===== src/inc/sxm_pkg.sv =====
// package of constants and types for the serial expansion master
package sxm_pkg;
    // clock rates in kHz: system clock and the divided reference
    localparam int unsigned CLK_KHZ = 50000;
    localparam int unsigned REF_KHZ = 33000;
    localparam int unsigned ACC_W   = 17;
    // serial word and edge counting
    localparam int unsigned WORD_W    = 8;
    localparam logic [3:0]  EDGE_LAST = 4'hf;
    localparam logic [3:0]  HALF_BASE = 4'h2;
    localparam logic [3:0]  CNT_ONE   = 4'h1;
    // device numbers that own a select
    localparam logic [2:0]  DEV_ZERO = 3'h0;
    localparam logic [2:0]  DEV_ONE  = 3'h1;
    localparam logic [2:0]  DEV_ADC  = 3'h5;
    // transfer sequencer states, one-hot
    typedef enum logic [4:0] {
        ST_IDLE  = 5'b00001,
        ST_LEAD  = 5'b00010,
        ST_SHIFT = 5'b00100,
        ST_TAIL  = 5'b01000,
        ST_PUSH  = 5'b10000
    } sxm_state_e;
endpackage : sxm_pkg


===== src/inc/sxm_strm_if.sv =====
// valid/ready word stream between the master and its buffer
interface sxm_strm_if #(parameter int unsigned W = 8);
    logic         valid;
    logic         ready;
    logic [W-1:0] data;
    modport src (output valid, output data, input ready);
    modport snk (input valid, input data, output ready);
endinterface : sxm_strm_if


===== src/design/sxm_fifo2.sv =====
// two-entry flip-flop buffer with valid and ready on both sides
module sxm_fifo2
    import sxm_pkg::*;
#(
    parameter int unsigned W     = WORD_W,
    parameter int unsigned DEPTH = 2
) (
    input  wire logic   clk,
    input  wire logic   rst,
    sxm_strm_if.snk     in_s,
    sxm_strm_if.src     out_s
);
    localparam int unsigned PW = (DEPTH > 1) ? $clog2(DEPTH) : 1;
    localparam int unsigned CW = $clog2(DEPTH + 1);
    localparam logic [CW-1:0] FULL_CNT = CW'(DEPTH);

    logic [W-1:0]  mem [DEPTH];
    logic [PW-1:0] wr_ptr;
    logic [PW-1:0] rd_ptr;
    logic [CW-1:0] count;

    // pointer step with wrap at the depth
    function automatic logic [PW-1:0] ptr_step(input logic [PW-1:0] p);
        return (p == PW'(DEPTH - 1)) ? '0 : p + PW'(1);
    endfunction : ptr_step

    // handshake decode
    wire do_push = in_s.valid && in_s.ready;
    wire do_pop  = out_s.valid && out_s.ready;
    assign in_s.ready  = (count != FULL_CNT);
    assign out_s.valid = (count != '0);
    assign out_s.data  = mem[rd_ptr];

    // storage write
    always_ff @(posedge clk) begin
        if (do_push) begin
            mem[wr_ptr] <= in_s.data;
        end
    end

    // pointers and occupancy
    always_ff @(posedge clk) begin
        if (rst) begin
            wr_ptr <= '0;
            rd_ptr <= '0;
            count  <= '0;
        end else begin
            if (do_push) begin
                wr_ptr <= ptr_step(wr_ptr);
            end
            if (do_pop) begin
                rd_ptr <= ptr_step(rd_ptr);
            end
            count <= count + CW'(do_push) - CW'(do_pop);
        end
    end

    // occupancy never passes the depth
    fifo_bound_a: assert property (@(posedge clk) disable iff (rst)
        count <= FULL_CNT)
        else $error("buffer occupancy above depth");
endmodule : sxm_fifo2


===== src/design/sxm_master.sv =====
// spi master for the serial expansion link with converter select
module sxm_master
    import sxm_pkg::*;
(
    input  wire logic              clk,
    input  wire logic              rst,
    input  wire logic              cfg_cpol,
    input  wire logic              cfg_cpha,
    input  wire logic [1:0]        cfg_div,
    input  wire logic [2:0]        cfg_dev,
    input  wire logic [WORD_W-1:0] tx_data,
    input  wire logic              tx_valid,
    output logic                   tx_ready,
    output logic [WORD_W-1:0]      rx_data,
    output logic                   rx_valid,
    input  wire logic              rx_ready,
    output logic                   busy,
    output logic                   dev_bad,
    output logic                   sclk,
    output logic                   mosi,
    input  wire logic              miso,
    output logic                   select_line_zero_n,
    output logic                   select_line_one_n,
    output logic                   adc_sel_n
);
    sxm_state_e state;
    sxm_state_e next_state;

    logic [ACC_W-1:0]  ref_acc;
    logic              ref_tick;
    logic [3:0]        half_cnt;
    logic [3:0]        edge_idx;
    logic [1:0]        div_lat;
    logic              cpol_lat;
    logic              cpha_lat;
    logic [2:0]        dev_lat;
    logic [WORD_W-1:0] tx_sh;
    logic [WORD_W-1:0] rx_sh;
    logic              miso_s1;
    logic              miso_s2;
    logic              miso_s3;
    logic              miso_q;
    logic [1:0]        samp_dly;

    // last ref tick index of one half serial clock period
    function automatic logic [3:0] half_last(input logic [1:0] div);
        return (HALF_BASE << div) - CNT_ONE;
    endfunction : half_last

    // device number decode
    function automatic logic dev_known(input logic [2:0] dev);
        return (dev == DEV_ZERO) || (dev == DEV_ONE) || (dev == DEV_ADC);
    endfunction : dev_known

    // received words pass through the two-entry buffer
    sxm_strm_if #(.W(WORD_W)) rx_in ();
    sxm_strm_if #(.W(WORD_W)) rx_out ();

    sxm_fifo2 #(
        .W     (WORD_W),
        .DEPTH (2)
    ) u_rx_buf (
        .clk   (clk),
        .rst   (rst),
        .in_s  (rx_in.snk),
        .out_s (rx_out.src)
    );

    // stream wiring towards the user side
    assign rx_in.valid  = (state == ST_PUSH);
    assign rx_in.data   = rx_sh;
    assign rx_data      = rx_out.data;
    assign rx_valid     = rx_out.valid;
    assign rx_out.ready = rx_ready;

    // reference ticks at 33 MHz on average from the 50 MHz clock
    wire [ACC_W-1:0] acc_sum  = ref_acc + ACC_W'(REF_KHZ);
    wire             acc_wrap = (acc_sum >= ACC_W'(CLK_KHZ));

    // accumulator starts one step in so two tickless cycles never follow each other
    always_ff @(posedge clk) begin
        if (rst) begin
            ref_acc  <= ACC_W'(REF_KHZ);
            ref_tick <= 1'b0;
        end else begin
            ref_acc  <= acc_wrap ? acc_sum - ACC_W'(CLK_KHZ) : acc_sum;
            ref_tick <= acc_wrap;
        end
    end

    // half period timing, edge type and start decode
    wire half_tick  = ref_tick && (half_cnt == half_last(div_lat));
    wire last_edge  = (edge_idx == EDGE_LAST);
    wire samp_edge  = (edge_idx[0] == cpha_lat);
    // a pending idle level change reaches the pin before any select falls
    wire start      = (state == ST_IDLE) && tx_valid && dev_known(cfg_dev)
                      && rx_in.ready && (sclk == cfg_cpol);
    assign tx_ready = start;
    assign busy     = (state != ST_IDLE);
    assign dev_bad  = !dev_known(cfg_dev);

    // next state of the transfer sequencer
    always_comb begin
        next_state = state;
        case (state)
            ST_IDLE: begin
                if (start) begin
                    next_state = ST_LEAD;
                end
            end
            ST_LEAD: begin
                if (half_tick) begin
                    next_state = ST_SHIFT;
                end
            end
            ST_SHIFT: begin
                if (half_tick && last_edge) begin
                    next_state = ST_TAIL;
                end
            end
            ST_TAIL: begin
                if (half_tick) begin
                    next_state = ST_PUSH;
                end
            end
            ST_PUSH: begin
                if (rx_in.ready) begin
                    next_state = ST_IDLE;
                end
            end
            default: begin
                next_state = ST_IDLE;
            end
        endcase
    end

    always_ff @(posedge clk) begin
        if (rst) begin
            state <= ST_IDLE;
        end else begin
            state <= next_state;
        end
    end

    // ref tick counter inside one half period
    always_ff @(posedge clk) begin
        if (rst || start || half_tick) begin
            half_cnt <= '0;
        end else if (ref_tick) begin
            half_cnt <= half_cnt + CNT_ONE;
        end
    end

    // settings held for the whole transfer
    always_ff @(posedge clk) begin
        if (rst) begin
            div_lat  <= '0;
            cpol_lat <= 1'b0;
            cpha_lat <= 1'b0;
            dev_lat  <= DEV_ZERO;
        end else if (start) begin
            div_lat  <= cfg_div;
            cpol_lat <= cfg_cpol;
            cpha_lat <= cfg_cpha;
            dev_lat  <= cfg_dev;
        end
    end

    // serial clock: idle level when quiet, toggles each half period of the shift state
    always_ff @(posedge clk) begin
        if (rst) begin
            sclk <= 1'b0;
        end else if (state == ST_IDLE) begin
            sclk <= cfg_cpol;
        end else if (state == ST_SHIFT && half_tick) begin
            sclk <= ~sclk;
        end
    end

    // edge counter across the sixteen clock edges of a word
    always_ff @(posedge clk) begin
        if (rst || start) begin
            edge_idx <= '0;
        end else if (state == ST_SHIFT && half_tick) begin
            edge_idx <= edge_idx + CNT_ONE;
        end
    end

    // transmit shifter; phase 0 presents the first bit before any edge
    always_ff @(posedge clk) begin
        if (rst) begin
            tx_sh <= '0;
            mosi  <= 1'b0;
        end else if (start) begin
            tx_sh <= cfg_cpha ? tx_data : {tx_data[WORD_W-2:0], 1'b0};
            mosi  <= cfg_cpha ? mosi : tx_data[WORD_W-1];
        end else if (state == ST_SHIFT && half_tick && !samp_edge) begin
            tx_sh <= {tx_sh[WORD_W-2:0], 1'b0};
            mosi  <= tx_sh[WORD_W-1];
        end
    end

    // serial input passes three flops; a change counts when two agree
    always_ff @(posedge clk) begin
        if (rst) begin
            miso_s1 <= 1'b0;
            miso_s2 <= 1'b0;
            miso_s3 <= 1'b0;
            miso_q  <= 1'b0;
        end else begin
            miso_s1 <= miso;
            miso_s2 <= miso_s1;
            miso_s3 <= miso_s2;
            if (miso_s2 == miso_s3) begin
                miso_q <= miso_s3;
            end
        end
    end

    // filtered input: agreeing second and third stages count at once
    wire miso_f   = (miso_s2 == miso_s3) ? miso_s3 : miso_q;
    wire samp_now = (state == ST_SHIFT) && half_tick && samp_edge;

    // receive shifter takes its bit two cycles after the sampling edge:
    // that covers the synchroniser delay while the slave still holds the bit
    always_ff @(posedge clk) begin
        if (rst) begin
            samp_dly <= '0;
            rx_sh    <= '0;
        end else begin
            samp_dly <= {samp_dly[0], samp_now};
            if (samp_dly[1]) begin
                rx_sh <= {rx_sh[WORD_W-2:0], miso_f};
            end
        end
    end

    // selects: one asserted from start until the tail half period ends
    wire sel_clear = (state == ST_TAIL) && half_tick;
    always_ff @(posedge clk) begin
        if (rst || sel_clear) begin
            select_line_zero_n <= 1'b1;
            select_line_one_n  <= 1'b1;
            adc_sel_n          <= 1'b1;
        end else if (start) begin
            select_line_zero_n <= !(cfg_dev == DEV_ZERO);
            select_line_one_n  <= !(cfg_dev == DEV_ONE);
            adc_sel_n          <= !(cfg_dev == DEV_ADC);
        end
    end

    // assertion helpers
    wire [2:0] sel_act = {!select_line_zero_n, !select_line_one_n, !adc_sel_n};

    selects_idle_a: assert property (@(posedge clk) disable iff (rst)
        (state == ST_IDLE) |-> (sel_act == 3'h0))
        else $error("select low while idle");

    one_select_a: assert property (@(posedge clk) disable iff (rst)
        (state == ST_SHIFT || state == ST_TAIL) |-> $onehot(sel_act))
        else $error("not exactly one select during transfer");

    clk_idle_a: assert property (@(posedge clk) disable iff (rst)
        (state == ST_IDLE && $past(state == ST_IDLE)) |-> sclk == $past(cfg_cpol))
        else $error("serial clock not at idle level");

    clk_lead_a: assert property (@(posedge clk) disable iff (rst)
        (state == ST_LEAD || state == ST_TAIL) |-> sclk == cpol_lat)
        else $error("serial clock off idle outside shifting");

    clk_step_a: assert property (@(posedge clk) disable iff (rst)
        (state == ST_SHIFT && $changed(sclk)) |-> $past(half_tick))
        else $error("serial clock moved without half period");

    ref_rate_a: assert property (@(posedge clk) disable iff (rst)
        !ref_tick |=> ref_tick)
        else $error("reference tick missing two cycles running");

    start_only_a: assert property (@(posedge clk) disable iff (rst)
        $fell(sel_act == 3'h0) |-> $past(tx_ready) && $past(tx_valid))
        else $error("select asserted without a start");

    adc_select_a: assert property (@(posedge clk) disable iff (rst)
        (!adc_sel_n) |-> (dev_lat == DEV_ADC))
        else $error("converter select for wrong device");

    push_word_a: assert property (@(posedge clk) disable iff (rst)
        (state == ST_TAIL && half_tick) |=> rx_in.valid && samp_dly == '0)
        else $error("received word offered before its last bit");

    sclk_quiet_a: assert property (@(posedge clk) disable iff (rst)
        $fell(sel_act == 3'h0) |-> $stable(sclk))
        else $error("serial clock moved as select asserted");

    edge_end_a: assert property (@(posedge clk) disable iff (rst)
        $rose(state == ST_TAIL) |-> $past(last_edge) && sel_act != 3'h0)
        else $error("select dropped before last edge");
endmodule : sxm_master


===== config.mk =====
export PLATFORM = sky130hd
export DESIGN_NAME = sxm_master
export DESIGN_NICKNAME = d
export VERILOG_FILES = /design/src/inc/sxm_pkg.sv /design/src/inc/sxm_strm_if.sv /design/src/design/sxm_fifo2.sv /design/src/design/sxm_master.sv
export SDC_FILE = /design/constraint.sdc
export NUM_CORES = 1
export LEC_CHECK = 0
export ABC_AREA = 1
export BUFFER_PORTS_ARGS = -buffer_cell sky130_fd_sc_hd__buf_2
export CELL_PAD_IN_SITES_DETAIL_PLACEMENT = 1
export CELL_PAD_IN_SITES_GLOBAL_PLACEMENT = 1
export CORE_MARGIN = 1
export CORE_UTILIZATION = 43
export CTS_CLUSTER_SIZE = 28
export DETAILED_ROUTE_END_ITERATION = 6
export HOLD_SLACK_MARGIN = 0.02
export PLACE_DENSITY_LB_ADDON = 0.12
export RECOVER_POWER = 25
export SYNTH_ARGS = -nofsm -noshare
export SYNTH_HDL_FRONTEND = slang
export SYNTH_SLANG_ARGS = --single-unit

===== constraint.sdc =====
create_clock -name clk -period 2.2 [get_ports clk]
set_input_delay 0.44 -clock clk [delete_from_list [all_inputs] [get_ports clk]]
set_output_delay 0.44 -clock clk [all_outputs]
set_load 0.01 [all_outputs]

# ---- Word-level counts from Yosys, hierarchy flattened
# Memory sizes are Yosys's and may differ from the RTL's. A register that Yosys moved wholly into a read port is not among the register bits.
# Index checks and enable logic that the tools add are counted.
dict set report word_totals {
  mem_bits_ro 0
  register_bits 65
  latchBits 0
  output_inout_bits 17
  wordCells 105
  mem_count 1
  ram_bits 16
}
dict set report classes {
  shifts 1
  reduce_logical 28
  magnitude_cmp 1
  div 0
  n_eq_ne 20
  muxes 22
  add_sub_neg 9
  multipliers 0
  bitwise 1
}
# memory depth width read_ports rd_ports_with_merged_regs write_ports line_no
set memory_table {}
lappend memory_table {u_rx_buf.mem 2 8 1 1 1 sxm_fifo2.sv:17} ;# logic [W-1:0] mem [DEPTH];
# cell count
set op_table {}
lappend op_table {{5-bit two-way mux} 5}
lappend op_table {{5-bit one-hot mux with 5 select lines} 1}
lappend op_table {{8-bit two-way mux} 3}
lappend op_table {{17-bit by 16-bit adder with 17-bit output, second input constant} 1}
lappend op_table {{17-bit by 16-bit greater-or-equal comparator with 1-bit output, second input constant} 1}
lappend op_table {{17-bit two-way mux} 1}
lappend op_table {{17-bit by 16-bit subtractor with 17-bit output, second input constant} 1}
lappend op_table {{2-bit inequality test, second input constant} 7}
lappend op_table {{1-bit logical AND} 12}
lappend op_table {{1-bit two-way mux} 12}
lappend op_table {{4-bit by 1-bit adder with 4-bit output, second input constant} 2}
lappend op_table {{2-bit nonzero test} 3}
lappend op_table {{5-bit by 1-bit == test with 1-bit output, second input constant} 1}
lappend op_table {{5-bit by 2-bit == test with 1-bit output, second input constant} 1}
lappend op_table {{5-bit by 3-bit == test with 1-bit output, second input constant} 1}
lappend op_table {{5-bit by 4-bit == test with 1-bit output, second input constant} 1}
lappend op_table {{5-bit == test, second input constant} 1}
lappend op_table {{1-bit logical NOT} 5}
lappend op_table {{1-bit logical OR} 5}
lappend op_table {{5-bit by 1-bit inequality test with 1-bit output, second input constant} 1}
lappend op_table {{5-bit AND reduction} 1}
lappend op_table {{4-bit == test} 1}
lappend op_table {{4-bit == test, second input constant} 1}
lappend op_table {{2-bit by 2-bit left shift with 4-bit output, first input constant} 1}
lappend op_table {{10 further kinds} 13}

# ---- Logic depth before layout (Yosys ltp)
dict set report depth {
  depth_word 8
  mapped_depth 16
}

# ---- Hierarchy
# From an unflattened synthesis, not the netlist that was laid out.
dict set report unflattened {
  hier_cells 523
  hier_area_um2 3937.5
}
# mod cells_per_inst seq_area_each_um2 area_per_inst_um2 instances
set by_module_without_submodules {}
lappend by_module_without_submodules {sxm_master 462 1161.1 3099.2 1}
lappend by_module_without_submodules {sxm_fifo2 61 580.6 838.3 1}

# ---- Worst setup path before layout
# OpenSTA, ideal clock, no wires.
dict set report synth_timing {
  path_kind {flip-flop to flip-flop}
  from {register ref_acc[3]}
  to {register ref_acc[6]}
  slack_ns 0.317
  t_required_ns 2.068
  arrival_ns 1.751
  path_stages_with_launch 16
  path_cell_list {dfxtp_1 > ha_1 > nor2_4 > nand2_1 > nand2_1 > nand2_1 > inv_2 > nand2_1 > and2_4 > nor2_4 > nand2_2 > nand2_4 > nand2_4 > buf_6 > nand2_1 > nand3_1}
}
dict set report synth_between {
  elab_chain_len 3
}
# item line_no
set synth_lines {}
lappend synth_lines {{start, declared} sxm_master.sv:29} ;# logic [ACC_W-1:0] ref_acc;
lappend synth_lines {{start signal, assigned} sxm_master.sv:83} ;# ref_acc <= ACC_W'(REF_KHZ);
lappend synth_lines {{start signal, assigned} sxm_master.sv:86} ;# ref_acc <= acc_wrap ? acc_sum - ACC_W'(CLK_KHZ) : acc_sum;
lappend synth_lines {{17-bit by 16-bit adder with 17-bit output *} sxm_master.sv:77} ;# wire [ACC_W-1:0] acc_sum = ref_acc + ACC_W'(REF_KHZ);
lappend synth_lines {{17-bit by 16-bit subtractor with 17-bit output / 17-bit by 16-bit greater-or-equal comparator with 1-bit output (equally long branches)} {sxm_master.sv:86, sxm_master.sv:78}}
lappend synth_lines {{17-bit two-way mux *} sxm_master.sv:86}
# Every way passes the cells marked *; elsewhere a longest branch is shown, timed or not.
# A chain may end at the register's enable or synchronous reset.

# ---- Worst setup path in the final report
dict set report layout_timing {
  from {register state[2]}
  to {output tx_ready}
}
dict set report layout_between {
  elab_chain_len 5
}
# item line_no
set layout_lines {}
lappend layout_lines {{start, declared} sxm_master.sv:26} ;# sxm_state_e state;
lappend layout_lines {{start signal, assigned} sxm_master.sv:141} ;# state <= next_state;
lappend layout_lines {{5-bit by 1-bit == test with 1-bit output} sxm_master.sv:96} ;# wire start = (state == ST_IDLE) && tx_valid && dev_known(cfg_dev)
lappend layout_lines {{1-bit logical AND (2 in series)} sxm_master.sv:96}
lappend layout_lines {{1-bit logical AND (2 in series)} sxm_master.sv:97} ;# && rx_in.ready && (sclk == cfg_cpol);
lappend layout_lines {{end, declared} sxm_master.sv:13} ;# output logic tx_ready,
# Every way passes these cells.

==> impl_metrics.toml <==
[sta]
hold_slack_ps = 291.6
tightest_slew_ps = 993.3
drv_slew = 0
finalHoldViolCount = 0
min_period_ps = 2085
fin_skew_ps = 13.15
setup_tns_ps = 0
fmax_mhz = 479.5
setup_viol = 0
fin_crit_sh_pct = 94.79
slew_headroom_pct = 33.78

[worst_setup_path]
endpoint = "tx_ready"
reg2reg_from = "ref_acc[3]"
critical_path_depth = 6
cp_data_required_time_ps = 1760
slowest_stage = "dfxtp_1"
cp_top_family = "simple AND/OR/NAND/NOR gates"
max_stage_delay_ps = 340
path_cells = "nor2_2 -> nand4_4 -> nor2_2 -> nand2_4 -> inv_4 -> buf_2"
cp-start-kind = "flip-flop"
crit_arrival_ps = 1650
path_buf_inv = 2
critical_path.most_common_cell = "nor2_2"
cp_max_fo = 12
cp-end-kind = "output pin"
path_class = "reg2out"
r2r_setup_slack_ps = 200
crit_start = "state[2]"
r2r_cells = 13
worstReg2RegEnd = "ref_acc[9]"

[hold_path]
hold_path.class = "in2reg"
hold_depth = 3

[synth]
synth-seq-cells = 79
synth_top_family_by_area = "simple AND/OR/NAND/NOR gates"
synth-compound-area-share_pct = 8.832
synthTopCellsByArea = "dfxtp_1, edfxtp_1, nand2_1"
syn-cell-area_sq_um = 3910
synthArstFlopShare_pct = 0
synthCells = 514
synth.avg_cell_area_sq_um = 7.607
synth.net_count = 541
synth_top_flop_cell = "dfxtp_1"
synth.most_common_cell = "nand2_1"
synth_top_area_share_pct = 32.26
synth_adder_area_share_pct = 2.240
synth_top_cell_by_area = "dfxtp_1"
synthTopCellsByCount = "nand2_1, nor2_1, dfxtp_1"
yosys-mux-area-fraction_pct = 2.816
seq_area_frac_synth_pct = 44.54
synth_warnings = 0
synth-simple-area-share_pct = 31.68
ys_types = 39
synth_edf_count = 16
synth_xor_area_share_pct = 2.464

[placed_design]
gp_routability_congestion = 0.8522
port_buffers = 36
dp_hpwl_um = 6855

[die]
io_pins = 37
die_y_um = 97.36
start_util_pct = 44.62
die_x_um = 97.36
rows = 34
dieArea_sq_um = 9478
core_area_sq_um = 8763

[outcome]
status = "completed"

[pwr]
leakagePower_nw = 2.037
powerDensity_nw_per_um2 = 1073
ir_worst_vdd_v = 0.0004436

[clock_tree]
insertion_delay_ps = 350
holdBufCountCts = 0
numCtsBuffers = 9
post_cts_buffers = 0
cts_max_level = 3
clockRootBuffer = "clkbuf_8"
clock_sinks = 79
cts_tree = "yes"
ctsLongestPathBuffers = 2
path_clk_slew_ps = 100

[global_routing]
track_usage_pct = 20.95
grt_start_max_net_pins = 25
grt_pass1_vias = 3539
grt_overflow = 0
antenna_found_initial = 0
grt_first_pass_wirelength_um = 16100

[drt]
dr.first_iter.drc_count = 82
wirelength_um = 9291
ant_nets = 0
drc = 0
via_per_inst = 5.073
first_pass_iters = 4
wl_per_cell_um = 13.85
vias = 3404

[cells_and_area]
fillCellCount = 1136
fin_util_pct = 51.00
diodes = 0
layout-drive-gt1-share_pct = 19.36
fin_nets = 585
syn2layout_area_growth_pct = 14.30

[job]
max_cap_viol_count = 0
[layout by cell type (no fill, tap or decap), types with 16 or more instances in the layout]
cell,instances
nand2_1,121
nor2_1,62
dfxtp_1,61
inv_1,56
nand3_1,35
buf_2,35
o21ai_0,27
a21oi_1,26
edfxtp_1,16
[worst register-to-register path, delay by kind of cell, from the launching register on]
kind,cells,cell delay (ps)
adders and majority gates,1,210
AOI/OAI and AO/OA,1,70
and+or+nand+nor,11,1200
DFF,1,380
[registers in the layout (all words and copies together) (netlist names), named ones only]
signal	cells
ref_tick	1
tx_sh	8
cpha_lat	1
miso_q	1
sclk	1
half_cnt	4
select_line_zero_n	1
select_line_one_n	1
rx_in.data	8
u_rx_buf.mem	16
ref_acc	14
state	5
u_rx_buf.count	2
samp_dly	2
div_lat	2
miso_s2	1
mosi	1
u_rx_buf.rd_ptr	1
u_rx_buf.wr_ptr	1
miso_s3	1
miso_s1	1
edge_idx	4
adc_sel_n	1
[layer usage]
layer  vias up  global-route usage (%)  part of all wire (%)
li1       1746                       -                     -
met1      1607                   26.18                    47
met2        40                   35.75                    49
met3        11                   3.957                   2.6
met4         0                   8.145                   1.4
met5         -                       0                     0
[where the power goes]
part | leakage (nW) | internal [mW] | switching, mW
Combinational | 1.29 | 0.656 | 1.17
Clock | 0.104 | 0.548 | 0.609
Sequential | 0.648 | 1.65 | 0.166
Total | 2.04 | 2.86 | 1.94
[per-stage QoR]
stage	power, mW	worst slack, ps	cell area, sq um	instances
after CTS	4.801	5.895	4461	671
after floorplan	3.201	316.8	3910	514
after global placement	3.542	238.5	4238	655
after global routing	5.165	-4.014	4469	671
after detailed placement	3.604	127.4	4238	655
final	4.797	114.6	4469	671
[how the worst min path moves through the flow]
stage / startpoint / endpoint / slack (ps)
2_1_floorplan: miso_s1 / miso_s2 / 390
3_3_place_gp: samp_dly[0] / samp_dly[1] / 400
3_5_place_dp: samp_dly[0] / samp_dly[1] / 400
4_1_cts: miso / miso_s1 / 280
5_1_grt: miso / miso_s1 / 290
6_report: miso / miso_s1 / 290
[area by class of cell]
class / count / area [sq um] / area share [%]
Clock buffer: 9 / 123.9 / 2.772
Clock inverter: 7 / 88.84 / 1.988
Inverter: 63 / 240.2 / 5.375
Multi-Input combinational cell: 362 / 1913 / 42.81
Sequential cell: 79 / 1744 / 39.03
Tap cell: 108 / 135.1 / 3.024
Timing Repair Buffer: 43 / 224.0 / 5.011
[logic make-up (layout without fill, tap and decap cells)]
group / Yosys count / count (layout)
xor gates and xnor gates: 11 / 11
AOI/OAI and AO/OA: 65 / 65
and+or+nand+nor: 269 / 269
adders and majority gates: 7 / 7
muxes: 10 / 10
DFF: 79 / 79
buffers and inverters: 73 / 122
[timing repair]
item	CTS	global route
endpoints found under the setup margin	1	14
gates cloned	0	0
resized for setup	3	8
endpoints found under the hold margin	0	0
pin swaps	0	1
No activity file was read; power rests on OpenSTA's default activity.
